## src/inc/host_port_regs.vh

```
// Constants for the host-side parallel port controller
`ifndef HOST_PORT_REGS_VH
`define HOST_PORT_REGS_VH
// Bus widths
`define HP_ADDR_W 13
`define HP_DATA_W 8
// Sequencer states
`define HP_ST_IDLE 3'h0
`define HP_ST_SETUP 3'h1
`define HP_ST_STROBE 3'h2
`define HP_ST_HOLD 3'h3
`define HP_ST_DONE 3'h4
// Phase times in ns and derived cycle counts at 4 ns per cycle
`define HP_CLK_PERIOD_NS 4
`define HP_SETUP_NS 20
`define HP_STROBE_NS 100
`define HP_HOLD_NS 20
`define HP_SETUP_CYC ((`HP_SETUP_NS + `HP_CLK_PERIOD_NS - 1) / `HP_CLK_PERIOD_NS)
`define HP_STROBE_CYC ((`HP_STROBE_NS + `HP_CLK_PERIOD_NS - 1) / `HP_CLK_PERIOD_NS)
`define HP_HOLD_CYC ((`HP_HOLD_NS + `HP_CLK_PERIOD_NS - 1) / `HP_CLK_PERIOD_NS)
// Reset values
`define HP_ADDR_RST 13'h0000
`define HP_DATA_RST 8'h00
`endif

```

## src/rtl/pin_sync.v

```verilog
// Three-flop input synchroniser with agreement filter
`timescale 1ns/1ps
`default_nettype none
module pin_sync (
    input wire sys_clk,
    input wire reset_n,
    input wire pin_in,
    output reg level_out
);
    reg meta_reg; // First stage, read only by second stage
    reg s2_reg; // Second stage
    reg s3_reg; // Third stage

    // Shift chain; output follows only when stages two and three agree
    always @(posedge sys_clk or negedge reset_n) begin
        if (!reset_n) begin
            meta_reg <= 1'b1;
            s2_reg <= 1'b1;
            s3_reg <= 1'b1;
            level_out <= 1'b1;
        end else begin
            meta_reg <= pin_in;
            s2_reg <= meta_reg;
            s3_reg <= s2_reg;
            if (s2_reg == s3_reg) begin
                level_out <= s3_reg;
            end
        end
    end
endmodule // pin_sync
`default_nettype wire

```

## src/rtl/host_parallel_bus_port.v

```verilog
// Host controller driving the device's asynchronous 8-bit parallel port
`timescale 1ns/1ps
`default_nettype none
`include "host_port_regs.vh"
// How it works
// - Drive 13-bit address, MSB bit 12.
// - Data over 8-bit bidirectional bus.
// - Hold address, data, select through strobe rise.
// - Style input high: data strobe plus direction.
// - Device reset output returns device to reset.
module host_parallel_bus_port (
    input wire sys_clk,
    input wire reset_n,
    input wire req_valid,
    output wire req_ready,
    input wire req_write,
    input wire [12:0] req_addr,
    input wire [7:0] req_wdata,
    output reg rsp_valid,
    output reg [7:0] rsp_rdata,
    input wire style_data_strobe,
    input wire device_reset_req,
    output reg [12:0] address_out,
    input wire [7:0] host_data_in,
    output reg [7:0] host_data_out,
    output reg host_data_oe,
    output reg chip_select_n,
    output reg read_strobe_n,
    output reg write_strobe_n,
    output reg bus_style_select,
    input wire irq_out_n,
    output wire irq_pending,
    output reg device_reset_n
);
    reg [2:0] state_reg; // Sequencer state
    reg [2:0] state_next;
    reg [5:0] count_reg; // Phase cycle counter
    reg [5:0] count_next;
    reg write_reg; // Current access is a write
    wire irq_level; // Synchronised interrupt pin, driven by the filter instance
    reg [7:0] data_meta_reg; // Data bus first stage, read only by the second
    reg [7:0] data_s2_reg; // Data bus second stage
    reg [7:0] data_s3_reg; // Data bus third stage
    reg [7:0] data_level_reg; // Filtered data bus level
    // Phase reloads kept at full width, low bits taken where they are used
    localparam [31:0] SETUP_LEN = `HP_SETUP_CYC - 1;
    localparam [31:0] STROBE_LEN = `HP_STROBE_CYC - 1;
    localparam [31:0] HOLD_LEN = `HP_HOLD_CYC - 1;

    // Interrupt pin comes from outside, so it is filtered
    pin_sync u_irq_sync (
        .sys_clk(sys_clk),
        .reset_n(reset_n),
        .pin_in(irq_out_n),
        .level_out(irq_level)
    );

    // Level stays asserted while any unmasked source in the device is active
    assign irq_pending = ~irq_level;

    // Accept a new request only when idle
    assign req_ready = (state_reg == `HP_ST_IDLE);

    // Phase length for the phase being entered
    function [5:0] phase_len;
        input [2:0] st;
        begin
            case (st)
                `HP_ST_SETUP: phase_len = SETUP_LEN[5:0];
                `HP_ST_STROBE: phase_len = STROBE_LEN[5:0];
                `HP_ST_HOLD: phase_len = HOLD_LEN[5:0];
                default: phase_len = 6'h00;
            endcase
        end
    endfunction

    // Style selection helper; high means data strobe plus direction
    function bus_style_select_in_use;
        input sel;
        begin
            bus_style_select_in_use = sel;
        end
    endfunction

    // Next state: idle, setup, strobe, hold, done
    always @* begin
        state_next = state_reg;
        count_next = count_reg;
        case (state_reg)
            `HP_ST_IDLE: begin
                if (req_valid) begin
                    state_next = `HP_ST_SETUP;
                    count_next = phase_len(`HP_ST_SETUP);
                end
            end
            `HP_ST_SETUP: begin
                if (count_reg == 6'h00) begin
                    state_next = `HP_ST_STROBE;
                    count_next = phase_len(`HP_ST_STROBE);
                end else begin
                    count_next = count_reg - 6'h01;
                end
            end
            `HP_ST_STROBE: begin
                if (count_reg == 6'h00) begin
                    state_next = `HP_ST_HOLD;
                    count_next = phase_len(`HP_ST_HOLD);
                end else begin
                    count_next = count_reg - 6'h01;
                end
            end
            `HP_ST_HOLD: begin
                if (count_reg == 6'h00) begin
                    state_next = `HP_ST_DONE;
                end else begin
                    count_next = count_reg - 6'h01;
                end
            end
            `HP_ST_DONE: begin
                state_next = `HP_ST_IDLE;
            end
            default: begin
                state_next = `HP_ST_IDLE;
                count_next = 6'h00;
            end
        endcase
    end

    // Data bus is an outside pin: three flops, taken once stages two and three agree.
    // The strobe stays low for many cycles, so the added lag still lands inside it.
    always @(posedge sys_clk or negedge reset_n) begin
        if (!reset_n) begin
            data_meta_reg <= `HP_DATA_RST;
            data_s2_reg <= `HP_DATA_RST;
            data_s3_reg <= `HP_DATA_RST;
            data_level_reg <= `HP_DATA_RST;
        end else begin
            data_meta_reg <= host_data_in;
            data_s2_reg <= data_meta_reg;
            data_s3_reg <= data_s2_reg;
            // A word still settling is held off until two stages match
            if (data_s2_reg == data_s3_reg) begin
                data_level_reg <= data_s3_reg;
            end
        end
    end

    // Sequencer and pin registers
    always @(posedge sys_clk or negedge reset_n) begin
        if (!reset_n) begin
            state_reg <= `HP_ST_IDLE;
            count_reg <= 6'h00;
            write_reg <= 1'b0;
            rsp_valid <= 1'b0;
            rsp_rdata <= `HP_DATA_RST;
            address_out <= `HP_ADDR_RST;
            host_data_out <= `HP_DATA_RST;
            host_data_oe <= 1'b0;
            chip_select_n <= 1'b1;
            read_strobe_n <= 1'b1;
            write_strobe_n <= 1'b1;
            bus_style_select <= 1'b0;
            device_reset_n <= 1'b0;
        end else begin
            state_reg <= state_next;
            count_reg <= count_next;
            rsp_valid <= 1'b0;
            // Device reset follows the user request one cycle later; callers wait for idle first
            device_reset_n <= ~device_reset_req;
            case (state_reg)
                `HP_ST_IDLE: begin
                    // Style may only change between accesses
                    bus_style_select <= style_data_strobe;
                    if (req_valid) begin
                        write_reg <= req_write;
                        address_out <= req_addr;
                        host_data_out <= req_wdata;
                        host_data_oe <= req_write;
                        chip_select_n <= 1'b0;
                        // Second pin: write strobe, or direction line
                        if (bus_style_select_in_use(style_data_strobe)) begin
                            write_strobe_n <= ~req_write;
                        end else begin
                            write_strobe_n <= 1'b1;
                        end
                    end
                end
                `HP_ST_SETUP: begin
                    if (count_reg == 6'h00) begin
                        // Strobes only inside an asserted select
                        if (bus_style_select) begin
                            read_strobe_n <= 1'b0;
                        end else if (write_reg) begin
                            write_strobe_n <= 1'b0;
                        end else begin
                            read_strobe_n <= 1'b0;
                        end
                    end
                end
                `HP_ST_STROBE: begin
                    if (count_reg == 6'h00) begin
                        // Filtered level, settled well inside the strobe
                        if (!write_reg) begin
                            rsp_rdata <= data_level_reg;
                        end
                        read_strobe_n <= 1'b1;
                        if (!bus_style_select) begin
                            write_strobe_n <= 1'b1;
                        end
                    end
                end
                `HP_ST_HOLD: begin
                    // Keep address, data and select through the rising edge
                    if (count_reg == 6'h00) begin
                        chip_select_n <= 1'b1;
                        host_data_oe <= 1'b0;
                        write_strobe_n <= 1'b1;
                    end
                end
                `HP_ST_DONE: begin
                    rsp_valid <= 1'b1;
                end
                default: begin
                    chip_select_n <= 1'b1;
                end
            endcase
        end
    end
endmodule // host_parallel_bus_port
`default_nettype wire

```

## config.mk

```make
export PLATFORM = sky130hd
export DESIGN_NAME = host_parallel_bus_port
export DESIGN_NICKNAME = d
export VERILOG_FILES = /design/src/rtl/pin_sync.v /design/src/rtl/host_parallel_bus_port.v
export VERILOG_INCLUDE_DIRS = /design/src /design/src/inc
export SDC_FILE = /design/constraint.sdc
export NUM_CORES = 1
export LEC_CHECK = 0
export BUFFER_PORTS_ARGS = -buffer_cell sky130_fd_sc_hd__buf_2
export CAP_MARGIN = 0
export CORE_AREA = 2 2 89 91
export CTS_CLUSTER_DIAMETER = 200
export DETAILED_ROUTE_END_ITERATION = 8
export DIE_AREA = 0 0 91 93
export HOLD_SLACK_MARGIN = 0.06
export PLACE_DENSITY = 0.63
export SYNTH_ARGS = -nofsm -noshare
export SYNTH_HDL_FRONTEND = slang
export SYNTH_SLANG_ARGS = --single-unit
```

## constraint.sdc

```tcl
create_clock -name sys_clk -period 3.3 [get_ports sys_clk]
set_clock_uncertainty 0.05 [all_clocks]
set_input_delay 0.33 -clock sys_clk [delete_from_list [all_inputs] [get_ports sys_clk]]
set_output_delay 0.33 -clock sys_clk [all_outputs]
set_load 0.01 [all_outputs]
```

# Word level (Yosys, flattened, before mapping)
# Index checks and enable logic that the tools add are counted.
# word_totals
out_inout_bits	38
ram_bits	0
latch_bits	0
mem_count	0
input_bits	36
regBits	82
romBits	0
# classes
div_mod_pow	0
n_reduce_logical	14
eq_ne	15
bitwise	6
mul	0
shift	0
magnitude_cmp	0
add_sub_neg	1
mux	29
# op_table
cell	n
$pmux 6 s5	1
$mux 6	4
$ne 2x2->1 const B	8
$mux 1	15
$mux 3	4
$pmux 3 s4	1
$reduce_and 3->1	4
$eq 8x8->1	1
$reduce_and 4->1	2
$reduce_and 8->1	1
$eq 3x2->1 const B	2
$logic_not 6->1	1
$not 1->1	6
$sub 6x1->6 const B	1
$pmux 1 s2	2
$pmux 1 s4	1
$reduce_bool 2->1	2
$reduce_bool 4->1	1
$eq 3x1->1 const B	1
$eq 3x3->1 const B	1
$logic_not 3->1	1
$ne 3x3->1 const B	1
$pmux 1 s3	1
$reduce_or 3->1	1
2 further kinds	2

# Logic depth before layout (Yosys ltp)
# logic_depth
word_depth	4
depth_mapped	6

# Hierarchy
# From an unflattened synthesis, not the netlist that was laid out.
# unflattened
cells_unflattened	218
area_unflattened_um2	3109.2
# by_module_without_submodules
mod	area_each_um2	cells_each	seq_area_each_um2	instances
host_parallel_bus_port	2992.9	213	1955.6	1
pin_sync	116.4	5	105.1	1

# Worst setup path after synthesis
# No wires, ideal clock.
# synth_path
kind	reg-to-reg
start	reg count_reg[0]
end	reg count_reg[3]
path_slack_ps	1390
synth_period_minus_slack_ps	1910
t_arrival_ps	1748
n_path_buf	0
path_stages_with_launch	7
path_cell_list	dfrtp_1 -> inv_1 -> ha_1 -> or3b_4 -> nor3_4 -> a311oi_1 -> a2111oi_2
# synth_via
elab_chain_len	3
word_cells_on_any_way	8
classes_between	1 x add/sub; 1 x eq/ne; 4 x mux; 2 x reduce/logical
# synth_rtl
item	line_no	rtl
start: declaration	host_parallel_bus_port.v:37	reg [5:0] count_reg;
start signal: assignment	host_parallel_bus_port.v:166	count_reg <= count_next;
$sub 6x1->6 or $logic_not 6->1 (tied branches)	n/a	
$mux 6, or another cell as far along	host_parallel_bus_port.v:113	if (count_reg == 6'h00) begin
$pmux 6 s5 or $reduce_and 3->1 (tied branches)	n/a	
# Several ways; a longest one is shown, not always the timed one. The select of a mux whose other input is x is not followed.
# A chain may end at the register's enable or synchronous reset.

# Worst setup path after layout
# Same ends and word-level chain as after synthesis.

==> impl_metrics.toml <==
[worst_setup_path]
path_delay_family = "compound AO/OA/AOI/OAI gates"
critical_path.cell_chain = "inv_1, ha_1, nor4b_1, a22oi_1, nor2_1, a2111oi_2"
slowest_stage = "a22oi_1"
crit_arrival_ns = 2.25
worst-path-buf-inv = 1
path_max_fanout = 10
worstSetupPathType = "reg2reg"
crit_path_start_kind = "flip-flop"
required_ns = 3.48
cp-end-kind = "flip-flop"
slowest_delay_ns = 0.67

[yosys]
yosysSeqAreaShare_pct = 66.1
ys_warn_count = 0
async_flop_share_pct = 100
synthesis.nets = 252
ys_ff_latch = 82
syn_area_per_cell_sq_um = 14.5
synthDistinctLibCells = 44
synthCells = 215
synth_edf_count = 0
synthesis.area_sq_um = 3120
synthFlopType = "dfrtp_1"

[timing]
period_needed_ns = 2.08
hold_violations = 0
setup_viol = 0
timing.setup.tns_ns = 0
worst_pin_slew_ns = 0.988
setup_slack_ns = 1.22
max-slew-margin-rel_pct = 34.1
rsz0062_at_grt = "no"
post-route-period-util_pct = 62.9
fmax_mhz = 482
fin_hold_ws_ns = 0.0739
drv_slew = 0

[pwr]
vdd_ir_drop_max_mv = 0.332
power_density_nw_per_um2 = 574
pwr-share-seq_pct = 52.3
intPower_mw = 1.65
switching_share_pct = 26.0
p_comb_share_pct = 15.0
power.leakage_nw = 1.87
fin_total_pwr_mw = 2.23
p_sw_uw = 580
pwr-share-clk_pct = 32.7

[final_layout]
multiInputGateArea_sq_um = 996
largest_register_ffs = 13
fillers = 699
area_growth_pct = 24.7
regMostFlops = "address_out"
diodes = 0
nets = 341
regArea_sq_um = 2060
stdcell_area_sq_um = 3890
layout-drive-gt1-share_pct = 46.0
instances_no_fill = 411
final_util_pct = 51.7

[clock_tree]
cts_root_buffer = "clkbuf_8"
cts_max_level = 3
tritoncts = "built"
cts.sinks = 82
clk_path_buf_depth = 2
clkTransAtPathRegs_ns = 0.08
clock_latency_ns = 0.34
numCtsBuffers = 9

[route]
vias = 1932
drt-vias-per-instance = 4.70
wl_per_cell_um = 12.7
drc = 0
ant_nets = 0
routed_wl_mm = 5.20
firstDrtPassIters = 4
first_iter_violations = 100

[die]
initial_core_util_pct = 41.4
die-area_sq_um = 8460
die-width_um = 91
row_count = 32
ios = 74
die_h_um = 93
core_area_sq_um = 7530

[placed_design]
gp_congestion = 0.858
placed_cells = 385
dp_hpwl_mm = 3.60
port-buffer-count = 73
placed_area_sq_um = 3590
pre_cts_slack_ns = 1.22

[global_route]
grt_usage_pct = 13.5
grt_overflow = 0
antenna_found_initial = 0
first_global_vias = 1925
grt_max_degree = 83
grt_pass1_wl_mm = 9.03

[run]
max-cap-violations = 0

[outcome]
status = "finished, final reports clean"

[worst_hold_path]
hp-class = "in2async"
## layout by cell type, fill, tap and decap left out, types with 2 or more instances in the layout
master / count
nand2b_1: 2
inv_1: 7
clkbuf_8: 10
mux2_2: 39
nor2b_1: 2
dfrtp_1: 75
nor2_1: 16
nand3_1: 2
nand2_1: 7
nor3_1: 2
dlygate4sd3_1: 10
dfstp_2: 7
or2_2: 2
buf_4: 2
and2_1: 2
o22ai_1: 3
o21ai_0: 4
buf_2: 72
a21oi_1: 4
xor2_1: 9
nor4_1: 2
## layout make-up
| type | instances | area share (%) |
|---|---|---|
| clock buffer | 11 | 3.63 |
| clock inverter | 5 | 1.61 |
| inverter | 7 | 0.675 |
| multi-input combinational | 120 | 25.6 |
| sequential | 82 | 53.0 |
| tap | 102 | 3.28 |
| timing repair buffer | 84 | 12.2 |
## Yosys cell counts (all sizes together), types with 2 or more instances
library cell / count / area, sq um
xor2: 9 / 78.8
dfstp: 7 / 184
and2: 2 / 12.5
inv: 7 / 26.3
nand2b: 2 / 12.5
nand3: 3 / 27.5
nor2: 16 / 60.1
buf: 5 / 31.3
mux2: 39 / 439
nor4: 2 / 12.5
nor4b: 2 / 32.5
nor2b: 2 / 12.5
nand2: 7 / 26.3
o21ai: 4 / 20.0
nor3: 3 / 26.3
or2: 2 / 12.5
a21oi: 4 / 20.0
o22ai: 3 / 18.8
dfrtp: 75 / 1880
## final timing paths
check	slack [ns]	startpoint	cells after the start	endpoint
max	1.22	count_reg[0]$_DFFE_PN0P_	6	count_reg[3]$_DFFE_PN0P_
min	0.07	reset_n	1	address_out[11]$_DFFE_PN0P_
max in group asynchronous	2.46	reset_n	1	address_out[3]$_DFFE_PN0P_
max reg2reg	1.22	count_reg[0]$_DFFE_PN0P_	6	count_reg[3]$_DFFE_PN0P_
min in group sys_clk	0.17	req_addr[7]	2	address_out[7]$_DFFE_PN0P_
min reg2reg	0.29	data_meta_reg[6]$_DFF_PN0_	0	data_s2_reg[6]$_DFF_PN0_
## kinds of logic (layout without fill, tap and decap cells)
logic type	after synthesis	in the layout	share of synthesized area [%]
compound gates	23	23	5.34
xor+xnor	10	10	2.81
fa+ha+maj	2	2	0.722
buf+inv	13	107	2.01
flops	82	82	66.1
mux	40	40	14.4
simple gates	45	45	8.66
## metal layers
metal / wire length (um) / track usage, % / up-vias
met5: 0 / 0 / -
met2: 2330 / 19.8 / 57
li1: - / - / 931
met4: 74 / 5.68 / 0
met1: 2430 / 18.0 / 938
met3: 363 / 5.32 / 6
## power by group through the flow
stage / Combinational (mW) / Sequential (mW) / Clock [mW]
floorplan: 0.209 / 1.19 / 0
global placement: 0.327 / 1.18 / 0
detailed placement: 0.332 / 1.19 / 0
CTS: 0.342 / 1.17 / 0.757
global route: 0.372 / 1.18 / 0.803
finish: 0.336 / 1.17 / 0.729
## what timing repair did
action / 4_1_cts / 5_1_grt
gates resized for setup: 0 / 0
hold buffers: 10 / 0
endpoints found under the hold margin: 10 / 0
setup buffers: 0 / 0
No activity file was read; power rests on OpenSTA's default activity.
